`config.mk`:
```
export PLATFORM = sky130hd
export DESIGN_NAME = fwsr_poller
export DESIGN_NICKNAME = d
export VERILOG_FILES = /design/src/rtl/fwsr_pkg.sv /design/src/rtl/fwsr_poller.sv /design/src/rtl/fwsr_bus_cycle.sv
export SDC_FILE = /design/constraint.sdc
export NUM_CORES = 1
export LEC_CHECK = 0
export ABC_AREA = 1
export BUFFER_PORTS_ARGS = -buffer_cell sky130_fd_sc_hd__buf_4
export CAP_MARGIN = 5
export CORE_MARGIN = 2
export CORE_UTILIZATION = 55
export CTS_CLUSTER_DIAMETER = 60
export DETAILED_ROUTE_END_ITERATION = 7
export PLACE_DENSITY_LB_ADDON = 0.12
export REMOVE_ABC_BUFFERS = 1
export SETUP_SLACK_MARGIN = 0.3
export SLEW_MARGIN = 20
export SYNTH_ARGS = -nofsm -noshare
export SYNTH_HDL_FRONTEND = slang
export SYNTH_HIERARCHICAL = 1
export SYNTH_SLANG_ARGS = --single-unit
```
`constraint.sdc`:
```
create_clock -name clk_in -period 7.7 [get_ports clk_in]
set_input_delay 1.54 -clock clk_in [delete_from_list [all_inputs] [get_ports clk_in]]
set_output_delay 1.54 -clock clk_in [all_outputs]
set_load 0.005 [all_outputs]
```
`src/rtl/fwsr_pkg.sv`:
```
/*
 * shared constants and types for the flash status poller:
 * register map, field positions, timing counts, state enums, pin bundle.
 * assumes a 25 MHz system clock and a byte-wide flash bus.
 */
package fwsr_pkg;

    // widths of the flash side and the register port
    localparam int FL_ADDR_W   = 22;
    localparam int FL_DATA_W   = 8;
    localparam int REG_ADDR_W  = 4;
    localparam int REG_DATA_W  = 32;

    // register indices on the software port
    localparam logic [REG_ADDR_W-1:0] REG_CTRL   = 4'h0;
    localparam logic [REG_ADDR_W-1:0] REG_ADDR   = 4'h1;
    localparam logic [REG_ADDR_W-1:0] REG_WDATA  = 4'h2;
    localparam logic [REG_ADDR_W-1:0] REG_STATUS = 4'h3;
    localparam logic [REG_ADDR_W-1:0] REG_RDATA  = 4'h4;

    // control register fields (write-only pulses)
    localparam int CTRL_START_POS  = 0;
    localparam int CTRL_TOGGLE_POS = 1;
    localparam int CTRL_WRITE_POS  = 2;

    // status register fields
    localparam int STAT_BUSY_POS  = 0;
    localparam int STAT_DONE_POS  = 1;
    localparam int STAT_FAIL_POS  = 2;
    localparam int STAT_RYBY_POS  = 3;
    localparam int STAT_MODE_POS  = 4;

    // positions of the status bits inside a flash byte
    localparam int POLL_BIT_POS   = 7;
    localparam int TOGGLE_BIT_POS = 6;
    localparam int LIMIT_BIT_POS  = 5;

    // reset values
    localparam logic [FL_ADDR_W-1:0] ADDR_RST  = 22'h00_0000;
    localparam logic [FL_DATA_W-1:0] WDATA_RST = 8'h00;

    // bus timing, times in ns, counts derived and rounded up
    localparam int CLK_PERIOD_NS = 40;
    localparam int T_ACC_NS      = 90;
    localparam int T_WP_NS       = 50;
    localparam int RD_STROBE_CYC = (T_ACC_NS + CLK_PERIOD_NS - 1) / CLK_PERIOD_NS;
    localparam int WR_STROBE_CYC = (T_WP_NS + CLK_PERIOD_NS - 1) / CLK_PERIOD_NS;
    localparam int STROBE_CNT_W  = 3;

    // bus cycle engine states
    typedef enum logic [1:0] {
        BUS_IDLE,
        BUS_SETUP,
        BUS_STROBE,
        BUS_HOLD
    } fwsr_bus_state_t;

    // poll sequencer states
    typedef enum logic [2:0] {
        P_IDLE,
        P_WRITE,
        P_READ_A,
        P_READ_B,
        P_EVAL,
        P_FINAL
    } fwsr_poll_state_t;

    // flash-facing outputs; dq_oe_n low while the host drives dq
    typedef struct packed {
        logic                 ce_n;
        logic                 we_n;
        logic                 oe_n;
        logic [FL_ADDR_W-1:0] addr;
        logic [FL_DATA_W-1:0] dq;
        logic                 dq_oe_n;
    } fwsr_pins_t;

endpackage : fwsr_pkg

```
`src/rtl/fwsr_poller.sv`:
```
/*
 * host-side status poller for a parallel nor flash: issues command
 * writes, then watches program or erase progress by polling or toggle.
 * assumes flash pins synchronous to clk_in; register port is one-cycle.
 */
// Our own choices: the address-and-strobe port and the register offsets.
`timescale 1ns/1ns
`default_nettype none
module fwsr_poller (
    input  wire logic                            clk_in,
    input  wire logic                            arst_n_in,
    input  wire logic [fwsr_pkg::REG_ADDR_W-1:0] reg_addr_in,
    input  wire logic [fwsr_pkg::REG_DATA_W-1:0] reg_wdata_in,
    input  wire logic                            reg_wr_in,
    input  wire logic                            reg_rd_in,
    output logic [fwsr_pkg::REG_DATA_W-1:0]      reg_rdata_out,
    input  wire logic [fwsr_pkg::FL_DATA_W-1:0]  dq_in,
    input  wire logic                            ready_busy_n_in,
    output fwsr_pkg::fwsr_pins_t                 flash_out
);
    import fwsr_pkg::*;

    logic                   rst_meta_r;
    logic                   rst_n_r;
    fwsr_poll_state_t       state_r;
    logic [FL_ADDR_W-1:0]   addr_r;
    logic [FL_DATA_W-1:0]   wdata_r;
    logic [FL_DATA_W-1:0]   prev_r;
    logic [FL_DATA_W-1:0]   cur_r;
    logic [FL_DATA_W-1:0]   result_r;
    logic                   toggle_mode_r;
    logic                   recheck_r;
    logic                   done_r;
    logic                   fail_r;
    logic                   wait_r;
    logic                   bus_req;
    logic                   bus_done;
    logic [FL_DATA_W-1:0]   bus_rdata;
    logic                   bus_state;
    logic                   idle;
    logic                   start_cmd;
    logic                   write_cmd;
    logic                   settled;

    // reset released through two stages, asserted at once
    always_ff @(posedge clk_in or negedge arst_n_in) begin
        if (!arst_n_in) begin
            rst_meta_r <= 1'b0;
            rst_n_r    <= 1'b0;
        end else begin
            rst_meta_r <= 1'b1;
            rst_n_r    <= rst_meta_r;
        end
    end

    assign idle      = (state_r == P_IDLE);
    assign start_cmd = reg_wr_in && (reg_addr_in == REG_CTRL)
                       && reg_wdata_in[CTRL_START_POS] && idle;
    assign write_cmd = reg_wr_in && (reg_addr_in == REG_CTRL)
                       && reg_wdata_in[CTRL_WRITE_POS] && idle && !start_cmd;

    // address and data registers; frozen while a sequence runs
    always_ff @(posedge clk_in or negedge rst_n_r) begin
        if (!rst_n_r) begin
            addr_r  <= ADDR_RST;
            wdata_r <= WDATA_RST;
        end else if (reg_wr_in && idle) begin
            if (reg_addr_in == REG_ADDR) begin
                addr_r <= reg_wdata_in[FL_ADDR_W-1:0];
            end
            if (reg_addr_in == REG_WDATA) begin
                wdata_r <= reg_wdata_in[FL_DATA_W-1:0];
            end
        end
    end

    // one bus request per bus state, a single-cycle pulse, then masked until the cycle is done
    assign bus_state = (state_r == P_WRITE) || (state_r == P_READ_A)
                       || (state_r == P_READ_B) || (state_r == P_FINAL);
    assign bus_req   = bus_state && !wait_r;

    always_ff @(posedge clk_in or negedge rst_n_r) begin
        if (!rst_n_r) begin
            wait_r <= 1'b0;
        end else if (bus_done) begin
            wait_r <= 1'b0;
        end else if (bus_req) begin
            wait_r <= 1'b1;
        end
    end

    // completion test: toggle bit steady, or polling bit equal to target
    assign settled = toggle_mode_r
        ? (prev_r[TOGGLE_BIT_POS] == cur_r[TOGGLE_BIT_POS])
        : (cur_r[POLL_BIT_POS] == wdata_r[POLL_BIT_POS]);

    // poll sequencer
    always_ff @(posedge clk_in or negedge rst_n_r) begin
        if (!rst_n_r) begin
            state_r       <= P_IDLE;
            toggle_mode_r <= 1'b0;
            recheck_r     <= 1'b0;
            prev_r        <= WDATA_RST;
            cur_r         <= WDATA_RST;
        end else begin
            case (state_r)
                P_IDLE: begin
                    if (start_cmd) begin
                        toggle_mode_r <= reg_wdata_in[CTRL_TOGGLE_POS];
                        recheck_r     <= 1'b0;
                        state_r       <= P_READ_A;
                    end else if (write_cmd) begin
                        state_r <= P_WRITE;
                    end
                end
                P_WRITE: begin
                    if (bus_done) begin
                        state_r <= P_IDLE;
                    end
                end
                P_READ_A: begin
                    // every status read goes to the watched address
                    if (bus_done) begin
                        cur_r   <= bus_rdata;
                        state_r <= toggle_mode_r ? P_READ_B : P_EVAL;
                    end
                end
                P_READ_B: begin
                    if (bus_done) begin
                        prev_r  <= cur_r;
                        cur_r   <= bus_rdata;
                        state_r <= P_EVAL;
                    end
                end
                P_EVAL: begin
                    if (settled) begin
                        state_r <= P_FINAL;
                    end else if (recheck_r) begin
                        state_r <= P_IDLE;
                    end else if (cur_r[LIMIT_BIT_POS]) begin
                        // status may have ended just as the flag rose
                        recheck_r <= 1'b1;
                        state_r   <= P_READ_A;
                    end else begin
                        state_r <= P_READ_A;
                    end
                end
                P_FINAL: begin
                    // the settling read may hold stale low bits
                    if (bus_done) begin
                        state_r <= P_IDLE;
                    end
                end
                default: begin
                    state_r <= P_IDLE;
                end
            endcase
        end
    end

    // sticky outcome flags, cleared when a new poll starts
    always_ff @(posedge clk_in or negedge rst_n_r) begin
        if (!rst_n_r) begin
            done_r   <= 1'b0;
            fail_r   <= 1'b0;
            result_r <= WDATA_RST;
        end else if (state_r == P_FINAL && bus_done) begin
            done_r   <= 1'b1;
            result_r <= bus_rdata;
        end else if (state_r == P_EVAL && !settled && recheck_r) begin
            done_r <= 1'b1;
            fail_r <= 1'b1;
        end else if (start_cmd) begin
            done_r <= 1'b0;
            fail_r <= 1'b0;
        end
    end

    // register read port, data valid the cycle after the strobe
    always_ff @(posedge clk_in or negedge rst_n_r) begin
        if (!rst_n_r) begin
            reg_rdata_out <= '0;
        end else if (reg_rd_in) begin
            case (reg_addr_in)
                REG_ADDR:   reg_rdata_out <= REG_DATA_W'(addr_r);
                REG_WDATA:  reg_rdata_out <= REG_DATA_W'(wdata_r);
                REG_RDATA:  reg_rdata_out <= REG_DATA_W'(result_r);
                REG_STATUS: begin
                    reg_rdata_out                <= '0;
                    reg_rdata_out[STAT_BUSY_POS] <= !idle;
                    reg_rdata_out[STAT_DONE_POS] <= done_r;
                    reg_rdata_out[STAT_FAIL_POS] <= fail_r;
                    reg_rdata_out[STAT_RYBY_POS] <= ready_busy_n_in;
                    reg_rdata_out[STAT_MODE_POS] <= toggle_mode_r;
                end
                default:    reg_rdata_out <= '0;
            endcase
        end else begin
            reg_rdata_out <= '0;
        end
    end

    fwsr_bus_cycle u_bus (
        .clk_in    (clk_in),
        .rst_n_in  (rst_n_r),
        .req_in    (bus_req),
        .we_in     (state_r == P_WRITE),
        .addr_in   (addr_r),
        .wdata_in  (wdata_r),
        .dq_in     (dq_in),
        .done_out  (bus_done),
        .rdata_out (bus_rdata),
        .pins_out  (flash_out)
    );

    // status reads always target the watched address
    chk_poll_addr: assert property (@(posedge clk_in) disable iff (!rst_n_r)
        ($fell(flash_out.oe_n) && !idle) |-> (flash_out.addr == addr_r))
        else $error("status read issued at a foreign address");

    chk_erase_addr: assert property (@(posedge clk_in) disable iff (!rst_n_r)
        (bus_req && state_r != P_WRITE) |=> (flash_out.addr == addr_r))
        else $error("poll read address differs from watched sector");

    // a good result comes only from the extra read after settling
    chk_final_read: assert property (@(posedge clk_in) disable iff (!rst_n_r)
        $rose(done_r) && !fail_r |-> $past(state_r == P_FINAL))
        else $error("done raised without the final re-read");

    chk_final_data: assert property (@(posedge clk_in) disable iff (!rst_n_r)
        (state_r == P_FINAL && bus_done) |=> (result_r == $past(bus_rdata)))
        else $error("final read data not captured");

    // failure only after a recheck that still did not settle
    chk_poll_recheck: assert property (@(posedge clk_in) disable iff (!rst_n_r)
        ($rose(fail_r) && !toggle_mode_r) |-> $past(recheck_r, 1))
        else $error("polling failure declared without recheck");

    chk_tog_recheck: assert property (@(posedge clk_in) disable iff (!rst_n_r)
        ($rose(fail_r) && toggle_mode_r) |-> $past(recheck_r && !settled))
        else $error("toggle failure declared without recheck");

    // toggle judgement needs two fresh reads back to back
    chk_two_reads: assert property (@(posedge clk_in) disable iff (!rst_n_r)
        (state_r == P_EVAL && toggle_mode_r) |-> $past(state_r == P_READ_B))
        else $error("toggle compared without a second read");

    chk_limit_loop: assert property (@(posedge clk_in) disable iff (!rst_n_r)
        (state_r == P_EVAL && !settled && !recheck_r && cur_r[LIMIT_BIT_POS])
        |=> (recheck_r && state_r == P_READ_A))
        else $error("limit flag did not trigger a recheck");

    chk_write_quiet: assert property (@(posedge clk_in) disable iff (!rst_n_r)
        (!flash_out.dq_oe_n) |-> (state_r == P_WRITE))
        else $error("data bus driven outside a write cycle");

endmodule : fwsr_poller
`default_nettype wire

```
`src/rtl/fwsr_bus_cycle.sv`:
```
/*
 * one flash bus cycle, read or write, chip select framed.
 * assumes requests arrive only while idle and dq_in is synchronous.
 */
`timescale 1ns/1ns
`default_nettype none
module fwsr_bus_cycle (
    input  wire logic                           clk_in,
    input  wire logic                           rst_n_in,
    input  wire logic                           req_in,
    input  wire logic                           we_in,
    input  wire logic [fwsr_pkg::FL_ADDR_W-1:0] addr_in,
    input  wire logic [fwsr_pkg::FL_DATA_W-1:0] wdata_in,
    input  wire logic [fwsr_pkg::FL_DATA_W-1:0] dq_in,
    output logic                                done_out,
    output logic [fwsr_pkg::FL_DATA_W-1:0]      rdata_out,
    output fwsr_pkg::fwsr_pins_t                pins_out
);
    import fwsr_pkg::*;

    fwsr_bus_state_t          state_r;
    logic [STROBE_CNT_W-1:0]  cnt_r;
    logic                     we_r;
    fwsr_pins_t               pins_r;

    // cycle sequence: select, strobe, release
    always_ff @(posedge clk_in or negedge rst_n_in) begin
        if (!rst_n_in) begin
            state_r        <= BUS_IDLE;
            cnt_r          <= '0;
            we_r           <= 1'b0;
            pins_r.ce_n    <= 1'b1;
            pins_r.we_n    <= 1'b1;
            pins_r.oe_n    <= 1'b1;
            pins_r.addr    <= ADDR_RST;
            pins_r.dq      <= WDATA_RST;
            pins_r.dq_oe_n <= 1'b1;
            rdata_out      <= WDATA_RST;
        end else begin
            case (state_r)
                BUS_IDLE: begin
                    if (req_in) begin
                        pins_r.ce_n    <= 1'b0;
                        pins_r.addr    <= addr_in;
                        pins_r.dq      <= wdata_in;
                        pins_r.dq_oe_n <= ~we_in;
                        we_r           <= we_in;
                        state_r        <= BUS_SETUP;
                    end
                end
                BUS_SETUP: begin
                    // address settles a cycle before any strobe
                    pins_r.oe_n <= we_r;
                    pins_r.we_n <= ~we_r;
                    cnt_r       <= we_r ? STROBE_CNT_W'(WR_STROBE_CYC - 1)
                                        : STROBE_CNT_W'(RD_STROBE_CYC - 1);
                    state_r     <= BUS_STROBE;
                end
                BUS_STROBE: begin
                    if (cnt_r == '0) begin
                        pins_r.oe_n <= 1'b1;
                        pins_r.we_n <= 1'b1;
                        if (!we_r) begin
                            rdata_out <= dq_in;
                        end
                        state_r <= BUS_HOLD;
                    end else begin
                        cnt_r <= cnt_r - 1'b1;
                    end
                end
                BUS_HOLD: begin
                    // data held past the strobe edge, then released
                    pins_r.ce_n    <= 1'b1;
                    pins_r.dq_oe_n <= 1'b1;
                    state_r        <= BUS_IDLE;
                end
                default: begin
                    state_r <= BUS_IDLE;
                end
            endcase
        end
    end

    assign done_out = (state_r == BUS_HOLD);
    assign pins_out = pins_r;

    // both strobes low would be a bus fight inside the flash
    chk_strobe_excl: assert property (@(posedge clk_in) disable iff (!rst_n_in)
        !(!pins_r.oe_n && !pins_r.we_n))
        else $error("output and write strobes low together");

endmodule : fwsr_bus_cycle
`default_nettype wire

```
# Word-level counts from Yosys, hierarchy flattened
# Cells that the tools add are included.
dict set report classes {
  n_bitwise 3
  n_addsub 1
  magnitude_cmp 0
  reduce_logical 44
  n_shift 0
  n_eq_ne 23
  muxes 32
  div 0
  mul 0
}
# cell n
set op_table {}
lappend op_table {{case mux 22 bit (4 select lines)} 1}
lappend op_table {{two-way mux 3 bit} 8}
lappend op_table {{two-way mux 22 bit} 1}
lappend op_table {{AND reduction 2 bit} 11}
lappend op_table {{case mux 3 bit (5 select lines)} 1}
lappend op_table {{logical AND 1 bit} 11}
lappend op_table {{two-way mux 1 bit} 11}
lappend op_table {{!= test 2 bit (second input constant)} 5}
lappend op_table {{nonzero test 2 bit} 5}
lappend op_table {{== test 4 x 2 -> 1 bit (second input constant)} 2}
lappend op_table {{two-way mux 2 bit} 4}
lappend op_table {{case mux 2 bit (4 select lines)} 1}
lappend op_table {{== test 3 x 2 -> 1 bit (second input constant)} 2}
lappend op_table {{== test 3 bit (second input constant)} 2}
lappend op_table {{zero test 3 bit} 2}
lappend op_table {{!= test 2 x 1 -> 1 bit (second input constant)} 3}
lappend op_table {{case mux 1 bit (2 select lines)} 3}
lappend op_table {{case mux 3 bit (2 select lines)} 1}
lappend op_table {{AND reduction 3 bit} 2}
lappend op_table {{== test 2 bit (second input constant)} 2}
lappend op_table {{== test 4 x 1 -> 1 bit (second input constant)} 1}
lappend op_table {{== test 4 x 3 -> 1 bit (second input constant)} 1}
lappend op_table {{zero test 1 bit} 4}
lappend op_table {{zero test 4 bit} 1}
lappend op_table {{12 further kinds} 18}
dict set report word_totals {
  latchBits 0
  memories 0
  regBits 143
  mem_bits_ro 0
  input_bits 49
  out_inout_bits 66
  ramBits 0
}

# Longest topological paths before layout
dict set report depth {
  ltp_word 9
  mapped_depth 8
}

# Hierarchy
# The synthesis kept the hierarchy.
# mod cells_per_inst area_each_um2 n_inst seq_area_each_um2
set by_module_without_submodules {}
lappend by_module_without_submodules {fwsr_poller 335 3163.0 1 1851.8}
lappend by_module_without_submodules {fwsr_bus_cycle 239 2087.0 1 1206.2}

# Worst setup path before layout
# No wires, ideal clock.
dict set report synth_path {
  path_kind {input to register}
  startpoint {input reg_addr_in[0] (netlist name)}
  endpoint {register addr_r[11]}
  path_slack_ps 5370
  setup_ps 126
  arrival_time_ps 2204
  stages 6
  cell_sequence {inv_2 nor2_2 nand2_4 nor2_8 buf_4 o21ai_0}
}
dict set report synth_via {
  elab_chain_cells 2
}
# element line
set synth_rtl {}
lappend synth_rtl {{from (decl)} fwsr_poller.sv:12} ;# input wire logic [fwsr_pkg::REG_ADDR_W-1:0] reg_addr_in,
lappend synth_rtl {{== test 4 x 1 -> 1 bit} fwsr_poller.sv:68} ;# if (reg_addr_in == REG_ADDR) begin
lappend synth_rtl {{AND reduction 2 bit (no line)} n/a}
lappend synth_rtl {{to (signal assigned)} fwsr_poller.sv:69} ;# addr_r <= reg_wdata_in[FL_ADDR_W-1:0];
lappend synth_rtl {{to (decl)} fwsr_poller.sv:26} ;# logic [FL_ADDR_W-1:0] addr_r;
# Every way passes these cells.
# A chain may end at the register's enable or synchronous reset.

# Final worst setup path
dict set report layout_path {
  startpoint {register u_bus.pins_r (netlist bit u_bus/pins_out[0])}
  endpoint {output flash_out[0] (netlist name)}
}
# element line
set layout_rtl {}
lappend layout_rtl {{from (decl)} fwsr_bus_cycle.sv:24} ;# fwsr_pins_t pins_r;
lappend layout_rtl {{to (decl)} fwsr_poller.sv:19} ;# output fwsr_pkg::fwsr_pins_t flash_out
# No word-level cell between the ends.

==> run metrics <==
run status finished clean; area share of and/or/nand/nor cells after synthesis 0.247; Pre-antenna DRT Iters 4; vias 3982; CP Max Fanout 2; Post-Synth XOR/XNOR Area 0; vias in the first global route 4042; CTS tree built; r2r endpoint u_bus/pins_out[25]; endpoint type of the worst setup path primary output; Tcrit/Tclk final 0.348; total global routing overflow 0; Num CTS Buffers 17; Clock H-tree levels 4; LEAKAGE 3.54 nW; DP HPWL 7270 um; fin nets 730; Setup CP Type reg2out; clock skew 0.00789 ns; sequential-to-total area share from yosys stat 0.582; commonest cells after routing, fill and taps aside 205 x nand2_1, 117 x dfrtp_1, 95 x buf_4; GRT Total Usage 0.229; share of layout cells above drive strength 1 0.238; RSZ-0062 raised after global routing no; Final WS setup 5.02 ns; initial drt markers 224; fmax 0.373 GHz; Worst slew margin 0.441; Reg-to-Reg Start state_r[2]; Distinct cells, synth 33; Die ar. 10300 sq um; CP top delay family flip-flops; Reg clk slew, reported paths 0.06 ns; Avg WL per Cell 13.2 um; FF-to-FF path depth 7; Die W 102 um; max-cap violations 0; combinational family with the most area after synthesis simple AND/OR/NAND/NOR gates; slowest CP cell dfstp_2; max-slew violation count 0; FF/Latch Area 3060 sq um; CP bufs+invs 1; antenna cells 0; Sink Count 122; synth-to-layout area growth 25.1%; Multi-input gate area 1810 sq um; Layout fillers 710; type of the tightest min-delay check reg2async; Seq cells post-synth 122; Routed WL 10700 um; Clock Latency Late Sink 0.51 ns; most common cell after layout, fill and taps aside nand2_1; worst-path cell chain buf_4; PD cells 384 nW/um^2; gpl congestion 0.909; Worst Setup Start Kind flop; maximum buffer depth of the clock tree 2; I/O pin count 115; Synth Area in Adders 0.0167; CP Capture Point flash_out[0]; Crit. path cell count 1; worst endpoint required time 6.16 ns; DRC viols 0; total power 2.52 mW; Synth Area per Inst 9.15 sq um; Slew @ Worst Pin 0.839 ns; area fraction in compound gates after synthesis 0.0586; row cnt 35; Fin Setup TNS 0 ns; Worst R2R Setup Slack 5.32 ns; slowest stage delay, CP 0.53 ns; Via density 4.89; Cells after Synth 574; Peak supply drop 0.000289 V; first-pass GRT wire length 18300 um; Setup Viol. Count Final 0; CTS Root Cell clkbuf_8; cell area after synthesis 5250 sq um; Hold Slack 0.349 ns; min cycle time layout 2.68 ns; Die Y 102 um; Hold Violations, Final 0; PortBufs 94; CTS resizes 0; largest net degree at the start of global routing 72; DP Worst Slack 4.85 ns; Post-CTS Setup Inserts 0; # hold bufs at CTS 0; initial antenna violation count 0; Critical Path AT 1.14 ns; multiplexer share of the synthesized area 0.0150; total core area 9240 sq um; remaining antenna violation count 0; Starting Density 0.568; crit path launch u_bus/pins_out[0]; Synth warnings 6
==> worst min-delay path by stage <==
stage | endpoint | start | slack [ns]
2_1_floorplan | rst_n_r | rst_meta_r | 0.33
3_3_place_gp | rst_n_r | rst_meta_r | 0.34
3_5_place_dp | rst_n_r | rst_meta_r | 0.34
4_1_cts | rst_n_r | rst_meta_r | 0.35
5_1_grt | rst_n_r | rst_meta_r | 0.37
6_report | u_bus/state_r[1] | rst_n_r | 0.35
==> flip-flops by register name (all words and copies together) (netlist names), 2 cells and up <==
| signal | cells |
|---|---|
| u_bus/pins_out | 34 |
| cur_r | 3 |
| result_r | 8 |
| u_bus/rdata_out | 8 |
| u_bus/state_r | 2 |
| u_bus/cnt_r | 3 |
| reg_rdata_out | 22 |
| addr_r | 22 |
| state_r | 3 |
| wdata_r | 8 |
==> routing by layer <==
layer  GRT usage  share of wire  routed length [um]
met5           0              0                   0
met4      0.0811         0.0082                  88
met3      0.0580          0.052                 556
met2       0.378           0.50                5410
met1       0.294           0.44                4680
==> cell usage after synthesis <==
master	number	share of area
nor2_2	1	0.0012
nand4_2	1	0.0024
a21oi_1	2	0.0019
nor2_1	32	0.023
nand4_1	11	0.013
buf_2	7	0.0067
mux2_2	7	0.015
inv_1	57	0.041
nand3_1	20	0.019
nand2_1	205	0.15
nand2_4	4	0.0086
buf_6	4	0.0086
nand2_2	4	0.0048
dfrtp_1	118	0.56
o21ai_0	26	0.025
o211ai_1	2	0.0029
inv_2	6	0.0043
nor3b_1	1	0.0014
clkinv_1	2	0.0014
or2_1	1	0.0012
conb_1	2	0.0014
o22ai_1	5	0.0060
nand3_2	1	0.0019
o221ai_1	1	0.0017
nor2_8	2	0.0076
buf_4	12	0.017
o21ai_1	21	0.020
nor3_1	1	0.00095
ha_1	7	0.017
nor2_4	4	0.0086
dfstp_2	4	0.020
nand3_4	2	0.0067
o21a_1	1	0.0014
==> where the power goes <==
part           internal (mW)  switching [mW]  total [mW]
Sequential             0.889           0.146        1.03
Clock                  0.483           0.273       0.756
Combinational          0.312           0.417       0.729
==> metrics by stage <==
| step | cell area (sq um) | instances | utilization |
|---|---|---|---|
| floorplan | 5110 | 560 | - |
| global placement | 5990 | 784 | 0.648 |
| detailed placement | 5990 | 784 | 0.648 |
| CTS | 6570 | 815 | 0.711 |
| global route | 6570 | 815 | 0.711 |
| finish | 6570 | 815 | 0.711 |
==> final cells by class <==
class | instances | share of cell area
Clock buffer | 20 | 0.0693
Clock inverter | 11 | 0.0183
Multi-Input combinational cell | 373 | 0.276
Timing Repair Buffer | 95 | 0.109
Tap cell | 129 | 0.0246
Sequential cell | 122 | 0.466
Inverter | 65 | 0.0371
==> logic make-up (layout without fill, tap and decap cells) <==
logic type / after synthesis / in the layout
simple gates: 290 / 290
compound gates: 58 / 58
mux: 7 / 7
other cells: 2 / 11
flops: 122 / 122
fa+ha+maj: 7 / 7
buf+inv: 88 / 191
No activity file was read; power rests on OpenSTA's default activity.
